--- src/core/regfile_pkg.sv ---
package regfile_pkg;

    // Register file geometry
    localparam int unsigned NUM_REGS      = 32;
    localparam int unsigned IMM_REG_BASE  = 16;
    localparam int unsigned PTR_X_LO      = 26;
    localparam int unsigned PTR_Y_LO      = 28;
    localparam int unsigned PTR_Z_LO      = 30;

    // Data space map
    localparam logic [15:0] IO_BASE       = 16'h0020;
    localparam logic [15:0] SRAM_BASE     = 16'h0060;
    localparam logic [15:0] DATA_END      = 16'h00E0;
    localparam logic [7:0]  REG_RESET_VAL = 8'h00;
    localparam logic [9:0]  PC_RESET_VAL  = 10'h000;

    // SRAM access takes two clock cycles
    localparam int unsigned SRAM_CYCLES   = 2;

    // Addressing modes for one data access
    typedef enum logic [2:0] {
        MODE_DIRECT,
        MODE_IO,
        MODE_INDIRECT,
        MODE_DISP,
        MODE_PREDEC,
        MODE_POSTINC
    } addr_mode_t;

    // Program counter update sources
    typedef enum logic [1:0] {
        PC_SEQ,
        PC_POINTER,
        PC_RELATIVE,
        PC_HOLD
    } pc_op_t;

    // Target of a data-space decode
    typedef enum logic [1:0] {
        TGT_REG,
        TGT_IO,
        TGT_SRAM,
        TGT_NONE
    } target_t;

    // Register operation request from execution control
    typedef struct packed {
        logic       wr_en;
        logic       immediate;
        logic [4:0] dst_sel;
        logic [4:0] src_sel;
        logic [7:0] wr_data;
    } alu_req_t;

    // Data access request
    typedef struct packed {
        logic       valid;
        logic       write;
        addr_mode_t mode;
        logic [1:0] ptr_sel;   // 0 X, 1 Y, 2 Z
        logic [5:0] field6;    // Displacement or I/O address
        logic [15:0] direct;   // Second instruction word
        logic [7:0] wr_data;
    } data_req_t;

    // Program memory constant address
    typedef struct packed {
        logic [14:0] word_addr;
        logic        high_byte;
    } const_addr_t;

endpackage

--- src/core/cpu_regfile_address_gen.sv ---
// Notes on behaviour
// (RULE_01) Immediate-operand instructions reach only registers sixteen to thirty-one.
// (RULE_02) Working registers answer as the lowest 32 data addresses.
// (RULE_03) 224 data locations: 96 register plus I/O, then 128 SRAM.
// (RULE_04) Top six registers pair into three 16-bit pointers.
// (RULE_05) Displacement address is Y or Z plus unsigned 6-bit field.
// (RULE_06) Plain indirect address is the unchanged pointer.
// (RULE_07) Pre-decrement: pointer minus one is address and written back.
// (RULE_08) Post-increment: old pointer is address, then pointer plus one.
// (RULE_09) I/O direct takes its address from a 6-bit instruction field.
// (RULE_10) Direct data address is the 16-bit second instruction word.
// (RULE_11) Constant read: Z upper 15 bits word, bit zero byte select.
// (RULE_12) Pointer jump and call load the program counter from Z.
// (RULE_13) Relative jump and call: PC plus signed offset plus one.
// (RULE_14) Program counter is 10 bits, 1024 words.
// (RULE_15) Two operands read and result written in one cycle.
// (RULE_16) Two-register result goes to the destination register only.
// (RULE_17) Runs straight on the system clock, no divider.
// (RULE_18) SRAM accesses complete in two clock cycles.
// (RULE_19) Pointer update wins over a data write to its own register.
`timescale 1ns/10ps
module cpu_regfile_address_gen
    import regfile_pkg::*;
#(
    parameter int unsigned PC_WIDTH = 10
) (
    // Clock and reset
    input  wire logic                core_clk_i,
    input  wire logic                rst_n_i,
    // ALU register port
    input  wire alu_req_t            alu_req_i,
    output logic [7:0]               dst_operand_o,
    output logic [7:0]               source_operand_reg_o,
    output logic                     imm_reg_fault_o,
    // Data access port
    input  wire data_req_t           data_req_i,
    output logic [15:0]              data_addr_o,
    output target_t                  data_target_o,
    output logic [7:0]               data_rd_o,
    output logic                     data_done_o,
    output logic                     data_busy_o,
    // I/O space side
    output logic                     io_wr_o,
    output logic                     io_rd_o,
    output logic [5:0]               io_addr_o,
    output logic [7:0]               io_wr_data_o,
    input  wire logic [7:0]          io_rd_data_i,
    // SRAM side
    output logic                     sram_wr_o,
    output logic                     sram_rd_o,
    output logic [6:0]               sram_addr_o,
    output logic [7:0]               sram_wr_data_o,
    input  wire logic [7:0]          sram_rd_data_i,
    // Program counter control
    input  wire pc_op_t              pc_op_i,
    input  wire logic [11:0]         rel_offset_i,
    output logic [PC_WIDTH-1:0]      pc_o,
    // Program constant address
    output const_addr_t              const_addr_o
);

    // Whole module state
    typedef struct packed {
        // Working registers and program counter
        logic [NUM_REGS-1:0][7:0] regs;
        logic [PC_WIDTH-1:0]      pc;

        // Registered operand reads
        logic [7:0]               dst_q;
        logic [7:0]               src_q;
        logic                     imm_fault;

        // Result of the last accepted access
        logic [15:0]              addr;
        target_t                  target;
        logic [7:0]               rd_data;
        logic                     done;
        logic                     busy;
        logic                     pend_rd;

        // I/O strobes
        logic                     io_wr;
        logic                     io_rd;
        logic [5:0]               io_addr;

        // SRAM strobes
        logic                     sram_wr;
        logic                     sram_rd;
        logic [6:0]               sram_addr;

        // Shared write data, constant address
        logic [7:0]               wr_data;
        const_addr_t              cst;
    } state_t;

    state_t state_reg;
    state_t state_next;

    // Pointer path
    logic [15:0] ptr_val;
    logic [15:0] eff_addr;
    logic [15:0] new_ptr;
    logic        ptr_update;
    addr_mode_t  eff_mode;
    logic [4:0]  ptr_lo;

    // Immediate destination check
    logic [4:0]  dst_idx;
    logic        dst_ok;

    // Pointer pair select from the top six registers
    always_comb begin
        case (data_req_i.ptr_sel)
            2'h1:    ptr_lo = 5'(PTR_Y_LO);
            2'h2:    ptr_lo = 5'(PTR_Z_LO);
            default: ptr_lo = 5'(PTR_X_LO);
        endcase

        // Low byte at the even register
        ptr_val = {state_reg.regs[ptr_lo + 5'h01], state_reg.regs[ptr_lo]}; // (RULE_04)

        // X has no displacement form; treat it as plain indirect
        eff_mode = data_req_i.mode;
        if (data_req_i.mode == MODE_DISP && data_req_i.ptr_sel == 2'h0) begin
            eff_mode = MODE_INDIRECT;
        end
    end

    // Address and writeback for the chosen pointer
    ptr_adjust #(
        .WIDTH (16)
    ) u_ptr_adjust (
        .ptr_i     (ptr_val),
        .mode_i    (eff_mode),
        .disp_i    (data_req_i.field6),
        .addr_o    (eff_addr),
        .new_ptr_o (new_ptr),
        .update_o  (ptr_update)
    );

    // Immediate forms only reach the upper half
    always_comb begin
        dst_idx = alu_req_i.dst_sel;
        dst_ok  = 1'b1;
        if (alu_req_i.immediate && dst_idx < 5'(IMM_REG_BASE)) begin
            dst_ok = 1'b0; // (RULE_01)
        end
    end

    // Next state; everything holds unless assigned below
    always_comb begin
        logic [15:0] a;
        logic [PC_WIDTH-1:0] rel;
        a   = 16'h0000;
        rel = '0;
        state_next         = state_reg;

        // Strobes and done are one-cycle pulses
        state_next.done    = 1'b0;
        state_next.io_wr   = 1'b0;
        state_next.io_rd   = 1'b0;
        state_next.sram_wr = 1'b0;
        state_next.sram_rd = 1'b0;

        // Operands read and result written in the same cycle
        state_next.dst_q     = state_reg.regs[alu_req_i.dst_sel]; // (RULE_15)
        state_next.src_q     = state_reg.regs[alu_req_i.src_sel];
        state_next.imm_fault = alu_req_i.immediate && !dst_ok;

        // Immediate write to the lower half dropped, only flagged
        if (alu_req_i.wr_en && dst_ok) begin
            state_next.regs[dst_idx] = alu_req_i.wr_data; // (RULE_16)
        end

        // Second SRAM cycle returns the read data
        // Requests now are ignored; control must hold off a cycle
        if (state_reg.busy) begin
            state_next.busy = 1'b0; // (RULE_18)
            state_next.done = 1'b1;
            // Writes finish without data
            if (state_reg.pend_rd) begin
                state_next.rd_data = sram_rd_data_i;
            end
            state_next.pend_rd = 1'b0;
        end else if (data_req_i.valid) begin
            // Effective address per mode
            if (data_req_i.mode == MODE_DIRECT) begin
                a = data_req_i.direct; // (RULE_10)
            end else if (data_req_i.mode == MODE_IO) begin
                a = IO_BASE + {10'h000, data_req_i.field6}; // (RULE_09)
            end else begin
                a = eff_addr;
            end

            // Address and write data stand until the next access
            state_next.addr    = a;
            state_next.wr_data = data_req_i.wr_data;

            // Decode of the data space
            if (a < IO_BASE) begin
                // Register hit: done at once, no strobe
                state_next.target = TGT_REG; // (RULE_02)
                state_next.done   = 1'b1;
                if (data_req_i.write) begin
                    state_next.regs[a[4:0]] = data_req_i.wr_data;
                end else begin
                    state_next.rd_data = state_reg.regs[a[4:0]];
                end
            end else if (a < SRAM_BASE) begin
                // Strobe now, read data one cycle later
                state_next.target  = TGT_IO; // (RULE_03)
                state_next.done    = 1'b1;
                state_next.io_addr = 6'(a - IO_BASE);
                state_next.io_wr   = data_req_i.write;
                state_next.io_rd   = !data_req_i.write;
            end else if (a < DATA_END) begin
                // Busy for the second cycle
                state_next.target    = TGT_SRAM; // (RULE_03)
                state_next.busy      = 1'b1;
                state_next.pend_rd   = !data_req_i.write;
                state_next.sram_addr = 7'(a - SRAM_BASE);
                state_next.sram_wr   = data_req_i.write;
                state_next.sram_rd   = !data_req_i.write;
            end else begin
                // Outside the map: reads give zero, writes dropped
                state_next.target  = TGT_NONE;
                state_next.done    = 1'b1;
                state_next.rd_data = 8'h00;
            end

            // Pointer writeback last so it wins over a self-write
            if (ptr_update) begin
                state_next.regs[ptr_lo]         = new_ptr[7:0]; // (RULE_19)
                state_next.regs[ptr_lo + 5'h01] = new_ptr[15:8];
            end
        end

        // I/O read data lands one cycle after the strobe
        // Limitation: a read taken under the strobe gets this data
        if (state_reg.io_rd) begin
            state_next.rd_data = io_rd_data_i;
        end

        // Offset cut to the counter width; the sum wraps the same way
        rel = PC_WIDTH'(rel_offset_i);

        // Program counter, wraps within 1024 words
        case (pc_op_i)
            PC_SEQ:      state_next.pc = state_reg.pc + PC_WIDTH'(1); // (RULE_14)
            PC_POINTER:  state_next.pc = PC_WIDTH'({state_reg.regs[PTR_Z_LO + 1],
                                                    state_reg.regs[PTR_Z_LO]}); // (RULE_12)
            PC_RELATIVE: state_next.pc = state_reg.pc + rel + PC_WIDTH'(1); // (RULE_13)
            default:     state_next.pc = state_reg.pc;
        endcase

        // Constant table address: word from Z bits 15:1, byte from bit 0
        state_next.cst.word_addr = {state_reg.regs[PTR_Z_LO + 1],
                                    state_reg.regs[PTR_Z_LO][7:1]};
        state_next.cst.high_byte = state_reg.regs[PTR_Z_LO][0]; // (RULE_11)
    end

    // Single system clock, no divider
    always_ff @(posedge core_clk_i or negedge rst_n_i) begin // (RULE_17)
        if (!rst_n_i) begin
            // No access yet: target shows none
            state_reg        <= '0;
            state_reg.regs   <= {NUM_REGS{REG_RESET_VAL}};
            state_reg.target <= TGT_NONE;
            state_reg.pc     <= PC_RESET_VAL;
        end else begin
            state_reg <= state_next;
        end
    end

    // Operand outputs straight from state
    assign dst_operand_o        = state_reg.dst_q;
    assign source_operand_reg_o = state_reg.src_q;
    assign imm_reg_fault_o      = state_reg.imm_fault;

    // Data port result
    assign data_addr_o          = state_reg.addr;
    assign data_target_o        = state_reg.target;
    assign data_rd_o            = state_reg.rd_data;
    assign data_done_o          = state_reg.done;
    assign data_busy_o          = state_reg.busy;

    // I/O side
    assign io_wr_o              = state_reg.io_wr;
    assign io_rd_o              = state_reg.io_rd;
    assign io_addr_o            = state_reg.io_addr;
    assign io_wr_data_o         = state_reg.wr_data;

    // SRAM side
    assign sram_wr_o            = state_reg.sram_wr;
    assign sram_rd_o            = state_reg.sram_rd;
    assign sram_addr_o          = state_reg.sram_addr;
    assign sram_wr_data_o       = state_reg.wr_data;

    // Counter and constant address
    assign pc_o                 = state_reg.pc;
    assign const_addr_o         = state_reg.cst;

endmodule // cpu_regfile_address_gen

--- src/core/ptr_adjust.sv ---
`timescale 1ns/10ps
module ptr_adjust
    import regfile_pkg::*;
#(
    parameter int unsigned WIDTH = 16
) (
    // Pointer value and mode
    input  wire logic [WIDTH-1:0] ptr_i,
    input  wire addr_mode_t       mode_i,
    input  wire logic [5:0]       disp_i,
    // Access address and pointer writeback
    output logic      [WIDTH-1:0] addr_o,
    output logic      [WIDTH-1:0] new_ptr_o,
    output logic                  update_o
);

    // Address and writeback per mode
    always_comb begin
        addr_o    = ptr_i;
        new_ptr_o = ptr_i;
        update_o  = 1'b0;
        case (mode_i)
            MODE_DISP: begin
                addr_o = ptr_i + WIDTH'(disp_i); // (RULE_05)
            end
            MODE_PREDEC: begin
                addr_o    = ptr_i - WIDTH'(1); // (RULE_07)
                new_ptr_o = ptr_i - WIDTH'(1);
                update_o  = 1'b1;
            end
            MODE_POSTINC: begin
                new_ptr_o = ptr_i + WIDTH'(1); // (RULE_08)
                update_o  = 1'b1;
            end
            default: begin
                addr_o = ptr_i; // (RULE_06)
            end
        endcase
    end

endmodule // ptr_adjust

--- config.mk ---
export PLATFORM = sky130hd
export DESIGN_NAME = cpu_regfile_address_gen
export DESIGN_NICKNAME = d
export VERILOG_FILES = /design/src/core/regfile_pkg.sv /design/src/core/cpu_regfile_address_gen.sv /design/src/core/ptr_adjust.sv
export SDC_FILE = /design/constraint.sdc
export NUM_CORES = 1
export LEC_CHECK = 0
export ABC_CLOCK_PERIOD_IN_PS = 4900
export BUFFER_PORTS_ARGS = -buffer_cell sky130_fd_sc_hd__buf_4
export CELL_PAD_IN_SITES_DETAIL_PLACEMENT = 1
export CELL_PAD_IN_SITES_GLOBAL_PLACEMENT = 1
export CORE_UTILIZATION = 40
export CTS_CLUSTER_SIZE = 10
export DETAILED_ROUTE_END_ITERATION = 7
export MAX_ROUTING_LAYER = met4
export PLACE_DENSITY_LB_ADDON = 0.1
export RECOVER_POWER = 50
export SLEW_MARGIN = 10
export SYNTH_ARGS = -nofsm -noshare
export SYNTH_HDL_FRONTEND = slang
export SYNTH_HIERARCHICAL = 1
export SYNTH_SLANG_ARGS = --single-unit
--- constraint.sdc ---
create_clock -name core_clk_i -period 4.9 [get_ports core_clk_i]
set_input_delay 1.225 -clock core_clk_i [delete_from_list [all_inputs] [get_ports core_clk_i]]
set_output_delay 1.225 -clock core_clk_i [all_outputs]
set_load 0.05 [all_outputs]
==> flow_metrics.tcl, run 1 <==
set metrics [dict create \
    drc 0 \
    drt_wl_total_um 128000 \
    clkTransAtPathRegs_ns 0.06 \
    gp_congestion 1.01 \
    io_pins 193 \
    core_area_mm2 0.0631 \
    yosysUniqueCellTypes 72 \
    tns_ns -28.70 \
    r2r-start "state_reg[289]" \
    firstDrtPassIters 6 \
    yosys_register_bits 353 \
    clkLatencyLatePin_ns 0.62 \
    rows 92 \
    clockBufferDepth 3 \
    cts_htree_levels 2 \
    power.switching_w 0.00861 \
    seq_power_share_pct 27.3 \
    seq_area_frac_synth_pct 34.6 \
    status "finished with violations" \
    ctsHoldBuffers 0 \
    dominantRegCellSynth "dfrtp_1" \
    intPower_w 0.00982 \
    die_w_um 255 \
    fillers 7009 \
    pwr-share-clk_pct 18.2 \
    final_cell_mix "buf_4 (463), nand2_1 (424), dfrtp_1 (351), mux2i_1 (265), a21oi_1 (199)" \
    min_path_type "reg2reg" \
    yosysTopAreaCell "dfrtp_1" \
    fp.dieH_um 255 \
    multiInputGateArea_mm2 0.0174 \
    vias_per_cell 6.51 \
    min_period_over_period_pct 105 \
    nNetsFinal 3183 \
    hold_viol_final 0 \
    setup_slack_ns -0.238 \
    avgRoutedWirePerCell_um 32.3 \
    io_buffers 190 \
    placedCellCount 3809 \
    cp-startpoint "data_req_i[31]" \
    numCtsBuffers 46 \
    p_per_area_mw_per_mm2 543 \
    routed-via-count 25700 \
    setup_viol 275 \
    post-route-util_pct 53.8 \
    synth_top_area_share_pct 34.4 \
    seqCellArea_mm2 0.00884 \
    required_ns 5.35 \
    ant_nets 0 \
    dpl.hpwl_um 86800 \
    use_met3_pct 9.85 \
    min_from "data_addr_o[14]" \
    p_leak_nw 13.9 \
    relSlewSlack_pct -85.9 \
    rsz0062_at_grt "yes" \
    largest_reg_flops 241 \
    period_minus_slack_ns 5.14 \
    r2r_slack_ns 0.30 \
    worstSetupStartpointType "input pin" \
    place_ws_ns -1.22 \
    power_frac_comb_pct 54.6 \
    crit_type "in2reg" \
    synth_fp_nets 2882 \
    grt_max_degree 98 \
    p_sw_share_pct 46.7 \
    max_freq_mhz 195 \
    grt_overflow 0 \
    grt_usage_pct 40.0 \
    fin_cells 3949 \
    max-vdd-ir-drop_v 0.000296 \
    die_area_mm2 0.0649 \
    use_met1_pct 52.3 \
    synth_area_leaders "dfrtp_1 (34%), mux4_2 (14%), mux2i_1 (10%)" \
    worst_slew_pin_slew_ns 2.79 \
    drive_gt1_share_pct 38.9 \
    met2_usage_pct 58.4 \
    yosysWarnings 6 \
    cp_max_fo 8 \
    crit_arrival_ns 5.59 \
    synth-edff-count 0 \
    area_delta_synth_final_pct 32.8 \
    grt_pass1_wl_um 182000 \
    cap_violations 1 \
    total_power_w 0.0184 \
    drt_iter0_drc 2945 \
    netlist_instances 2767 \
    root_buffer "clkbuf_16" \
    antenna_found_initial 6 \
    report.final.slew_viol_count 98 \
    failed_checks "capacitance limit, slew limit, setup timing" \
    clock_sinks 353 \
    synthesis.area_mm2 0.0255 \
    worst_setup_path_end_kind "register" \
    async_flop_share_pct 100 \
    start_util_pct 40.5 \
    busiest_layer "met2" \
    grt_pass1_vias 26200 \
    cts_tree "built" \
    finClkSkew_ns 0.0241 \
    avgSynthCellArea_um2 9.23 \
    final_common_cell "buf_4" \
]
[path summary, 6_finish.rpt]
check | endpoint | cells after the start
setup / recovery | state_reg[327] | 21
hold / removal | data_addr_o[14] | 2
setup reg to reg | state_reg[327] | 18
hold reg to reg | data_addr_o[14] | 2
max in group asynchronous | state_reg[168] | 2
min in group asynchronous | data_addr_o[13] | 1
[stage by stage]
stage | cell area (µm²) | hold WS (ns)
2_1_floorplan | 26100 | 0.413
3_3_place_gp | 29900 | 0.463
3_5_place_dp | 29900 | 0.470
4_1_cts | 33000 | 0.486
5_1_grt | 33900 | 0.509
6_report | 33900 | 0.478
[worst max-delay path, stage by stage]
cell       delay (ns)
buf_12           0.11
inv_12           0.05
ha_4             0.22
mux4_2           0.61
ha_4             0.21
fa_2             0.34
a21o_1           0.23
a221oi_4         0.35
buf_4            0.19
o21ai_2          0.06
xor2_1           0.16
o21a_1           0.14
a2111oi_4        0.23
and4_4           0.32
buf_6            0.12
nand3_4          0.09
nor2_4           0.22
buf_12           0.17
nand2_2          0.07
a21oi_4          0.26
o221ai_1         0.20
[cell families after synthesis]
family / synth area share [%]
and+or+nand+nor: 17.6
AOI/OAI and AO/OA: 13.3
muxes: 25.2
DFF: 34.6
buffers and inverters: 6.71
xor gates and xnor gates: 1.30
adders and majority gates: 1.33
[layer usage]
| layer | vias up | wire (µm) |
|---|---|---|
| met3 | 375 | 14000 |
| met2 | 1497 | 56900 |
| li1 | 10600 | - |
| met5 | - | 0 |
| met4 | 0 | 6130 |
| met1 | 13200 | 50600 |
[cell usage after synthesis, types with 5 or more instances]
cell and count:
and2_1 6, ha_1 24, buf_4 100, nor2_1 266
a22oi_1 45, o22a_1 6, nand3b_1 5, o21a_1 10
nor2b_1 9, inv_1 20, mux2i_1 266, mux4_2 162
nor4_1 19, xnor2_1 21, o211ai_1 7, nor3_1 19
nand3_1 159, a21oi_2 7, nand2_2 12, nand4_1 17
o21ai_1 7, o32ai_1 12, a31oi_1 11, nand2_1 444
a211oi_1 8, dfrtp_1 351, mux2_2 11, nand2b_1 9
a21o_1 12, o21ai_0 51, buf_1 35, buf_2 40
o221ai_1 53, a21oi_1 296, clkbuf_1 141, a221oi_1 7
xor2_1 17, and3_1 10, nor4b_1 8
[power groups by stage]
stage                     combinational, W  sequential (W)  clock, W
after CTS                          0.00961         0.00494   0.00337
after global placement             0.00901         0.00490         0
final                               0.0101         0.00502   0.00335
after detailed placement           0.00921         0.00497         0
after floorplan                    0.00551         0.00454         0
after global routing                0.0104         0.00507   0.00348
[area by class of cell]
| type | count | area share, % |
|---|---|---|
| Multi-Input combinational cell | 2079 | 51.3 |
| Sequential cell | 353 | 26.1 |
| Timing Repair Buffer | 567 | 15.1 |
| Clock buffer | 68 | 3.91 |
| Tap cell | 846 | 3.12 |
| Clock inverter | 10 | 0.291 |
| Inverter | 21 | 0.269 |
| Antenna cell | 5 | 0.0369 |
[what timing repair did]
action                                  in CTS  in global routing
resized for setup                          313                175
pin swaps                                   74                 39
buffers inserted                            26                 18
endpoints found under the setup margin     283                283
cloned                                      10                  6
(Power assumes the default switching activity.)
==> inputs of run 2 (changes only) <==
CELL_PAD_IN_SITES_DETAIL_PLACEMENT = 0   (was 1)
==> flow_metrics.tcl, run 2 (same netlist as run 1, synthesis figures left out) <==
set metrics [dict create \
    rows 92 \
    worst_slew_pin_slew_ns 2.80 \
    crit_top_cell "buf_12" \
    final_common_cell "buf_4" \
    p_per_area_mw_per_mm2 545 \
    grt_pass1_vias 23100 \
    max-vdd-ir-drop_v 0.000295 \
    grt_usage_pct 36.8 \
    avgRoutedWirePerCell_um 30.3 \
    cts_htree_levels 2 \
    clkLatencyLatePin_ns 0.60 \
    grt_max_degree 98 \
    period_minus_slack_ns 5.06 \
    hold_viol_final 0 \
    status "finished with violations" \
    io_pins 193 \
    drt_wl_total_um 119000 \
    cp_max_fo 16 \
    required_ns 5.36 \
    r2r_slack_ns 0.40 \
    r2r-end "state_reg[257]" \
    routed-via-count 24900 \
    clkTransAtPathRegs_ns 0.07 \
    clock_sinks 353 \
    cap_violations 1 \
    relSlewSlack_pct -86.5 \
    cts_tree "built" \
    firstDrtPassIters 8 \
    min_path_type "reg2reg" \
    placedInstanceArea_mm2 0.0299 \
    vias_per_cell 6.35 \
    nNetsFinal 3158 \
    post-route-util_pct 51.9 \
    root_buffer "clkbuf_16" \
    crit_type "in2reg" \
    worst_setup_path_end_kind "register" \
    setup_slack_ns -0.158 \
    ctsHoldBuffers 0 \
    drc 0 \
    slowest_stage "mux4_2" \
    min_period_over_period_pct 103 \
    final_area_mm2 0.0328 \
    crit_chain "buf_12, inv_12, ha_4, mux4_2, ha_4, fa_2, a21o_1, a221oi_4, buf_4, o21ai_2, xor2_2, a2111oi_4, and4_4, nand4_4, nor3_4, buf_12, buf_12, nand2_8, nor2_1, a21oi_2" \
    cp-startpoint "data_req_i[31]" \
    ff2ff_path_depth 17 \
    report.final.slew_viol_count 98 \
    start_util_pct 40.5 \
    ant_nets 0 \
    io_buffers 190 \
    crit_arrival_ns 5.52 \
    fp.dieH_um 255 \
    rsz0062_at_grt "yes" \
    p_leak_nw 13.8 \
    gp_congestion 1.01 \
    max_freq_mhz 198 \
    core_area_mm2 0.0631 \
    setup_viol 262 \
    largest_reg_flops 241 \
    r2r-start "state_reg[289]" \
    tns_ns -25.16 \
    dpl.hpwl_um 81700 \
    hold_slack_ns 0.481 \
    grt_overflow 0 \
    clockBufferDepth 3 \
    numCtsBuffers 45 \
    cp_slowest_stage_delay_ns 0.61 \
    grt_pass1_wl_um 167000 \
    failed_checks "capacitance limit, slew limit, setup timing" \
    final_cell_mix "buf_4 (459), nand2_1 (432), dfrtp_1 (351), mux2i_1 (265), a21oi_1 (223)" \
    drt_iter0_drc 3318 \
    worstSetupStartpointType "input pin" \
    drive_gt1_share_pct 34.5 \
    crit_path_end "state_reg[257]" \
    antenna_found_initial 4 \
    finClkSkew_ns 0.0263 \
    die_w_um 255 \
    die_area_mm2 0.0649 \
    area_delta_synth_final_pct 28.3 \
]
run 2: how the worst min path moves through the flow:
stage | start | endpoint | slack [ns] | cells after the start
finish | data_addr_o[11] | data_addr_o[11] | 0.48 | 2
global route | data_addr_o[5] | data_addr_o[5] | 0.51 | 2
CTS | data_addr_o[12] | data_addr_o[12] | 0.48 | 2
detailed placement | data_addr_o[11] | data_addr_o[11] | 0.47 | 2
global placement | sram_addr_o[2] | sram_addr_o[2] | 0.46 | 2
floorplan | state_next[10] | const_addr_o[10] | 0.41 | 0
run 2: per-layer routing:
metal | vias to the layer above | routed length, µm | track usage [%]
met1 | 12500 | 49100 | 50.4
met5 | - | 0 | -
li1 | 10600 | - | -
met4 | 0 | 5040 | 13.7
met2 | 1583 | 51800 | 53.0
met3 | 299 | 12800 | 8.27
run 2: report_power, final:
group | internal (W) | switching, W
combinational | 0.00392 | 0.00572
sequential | 0.00387 | 0.00111
clock | 0.00188 | 0.00137
total | 0.00968 | 0.00819
run 2: metrics by stage:
| stage | cells | power [W] | setup slack [ns] |
|---|---|---|---|
| finish | 3923 | 0.0179 | -0.158 |
| CTS | 3896 | 0.0175 | -0.115 |
| floorplan | 2767 | 0.0100 | -0.551 |
| detailed placement | 3809 | 0.0140 | -1.16 |
| global route | 3923 | 0.0185 | -0.342 |
| global placement | 3809 | 0.0139 | -1.12 |
run 2: timing repair:
action	4_1_cts	5_1_grt
hold endpoints to repair	0	0
gates resized for setup	119	152
pin swaps	48	26
buffers inserted	10	15
endpoints found under the setup margin	283	282
gates cloned	0	9
run 2: worst max-delay path, delay by kind of cell:
family / cells / cell delay (ns)
AND/OR/NAND/NOR: 5 / 0.99
AO/OA/AOI/OAI: 5 / 0.97
adder cells (fa/ha/maj): 3 / 0.79
buffers and inverters: 5 / 0.69
multiplexers: 1 / 0.61
XOR/XNOR: 1 / 0.20
run 2: cell type report:
cell class / count / area, µm²
fillers: 5865 / 30300
multi-input cells: 2076 / 16600
flip-flops and latches: 353 / 8840
repair buffers: 546 / 4820
clock buffers: 71 / 1320
well taps: 846 / 1060
inverters: 21 / 91.3
clock inverters: 6 / 66.3
diodes: 4 / 10.0
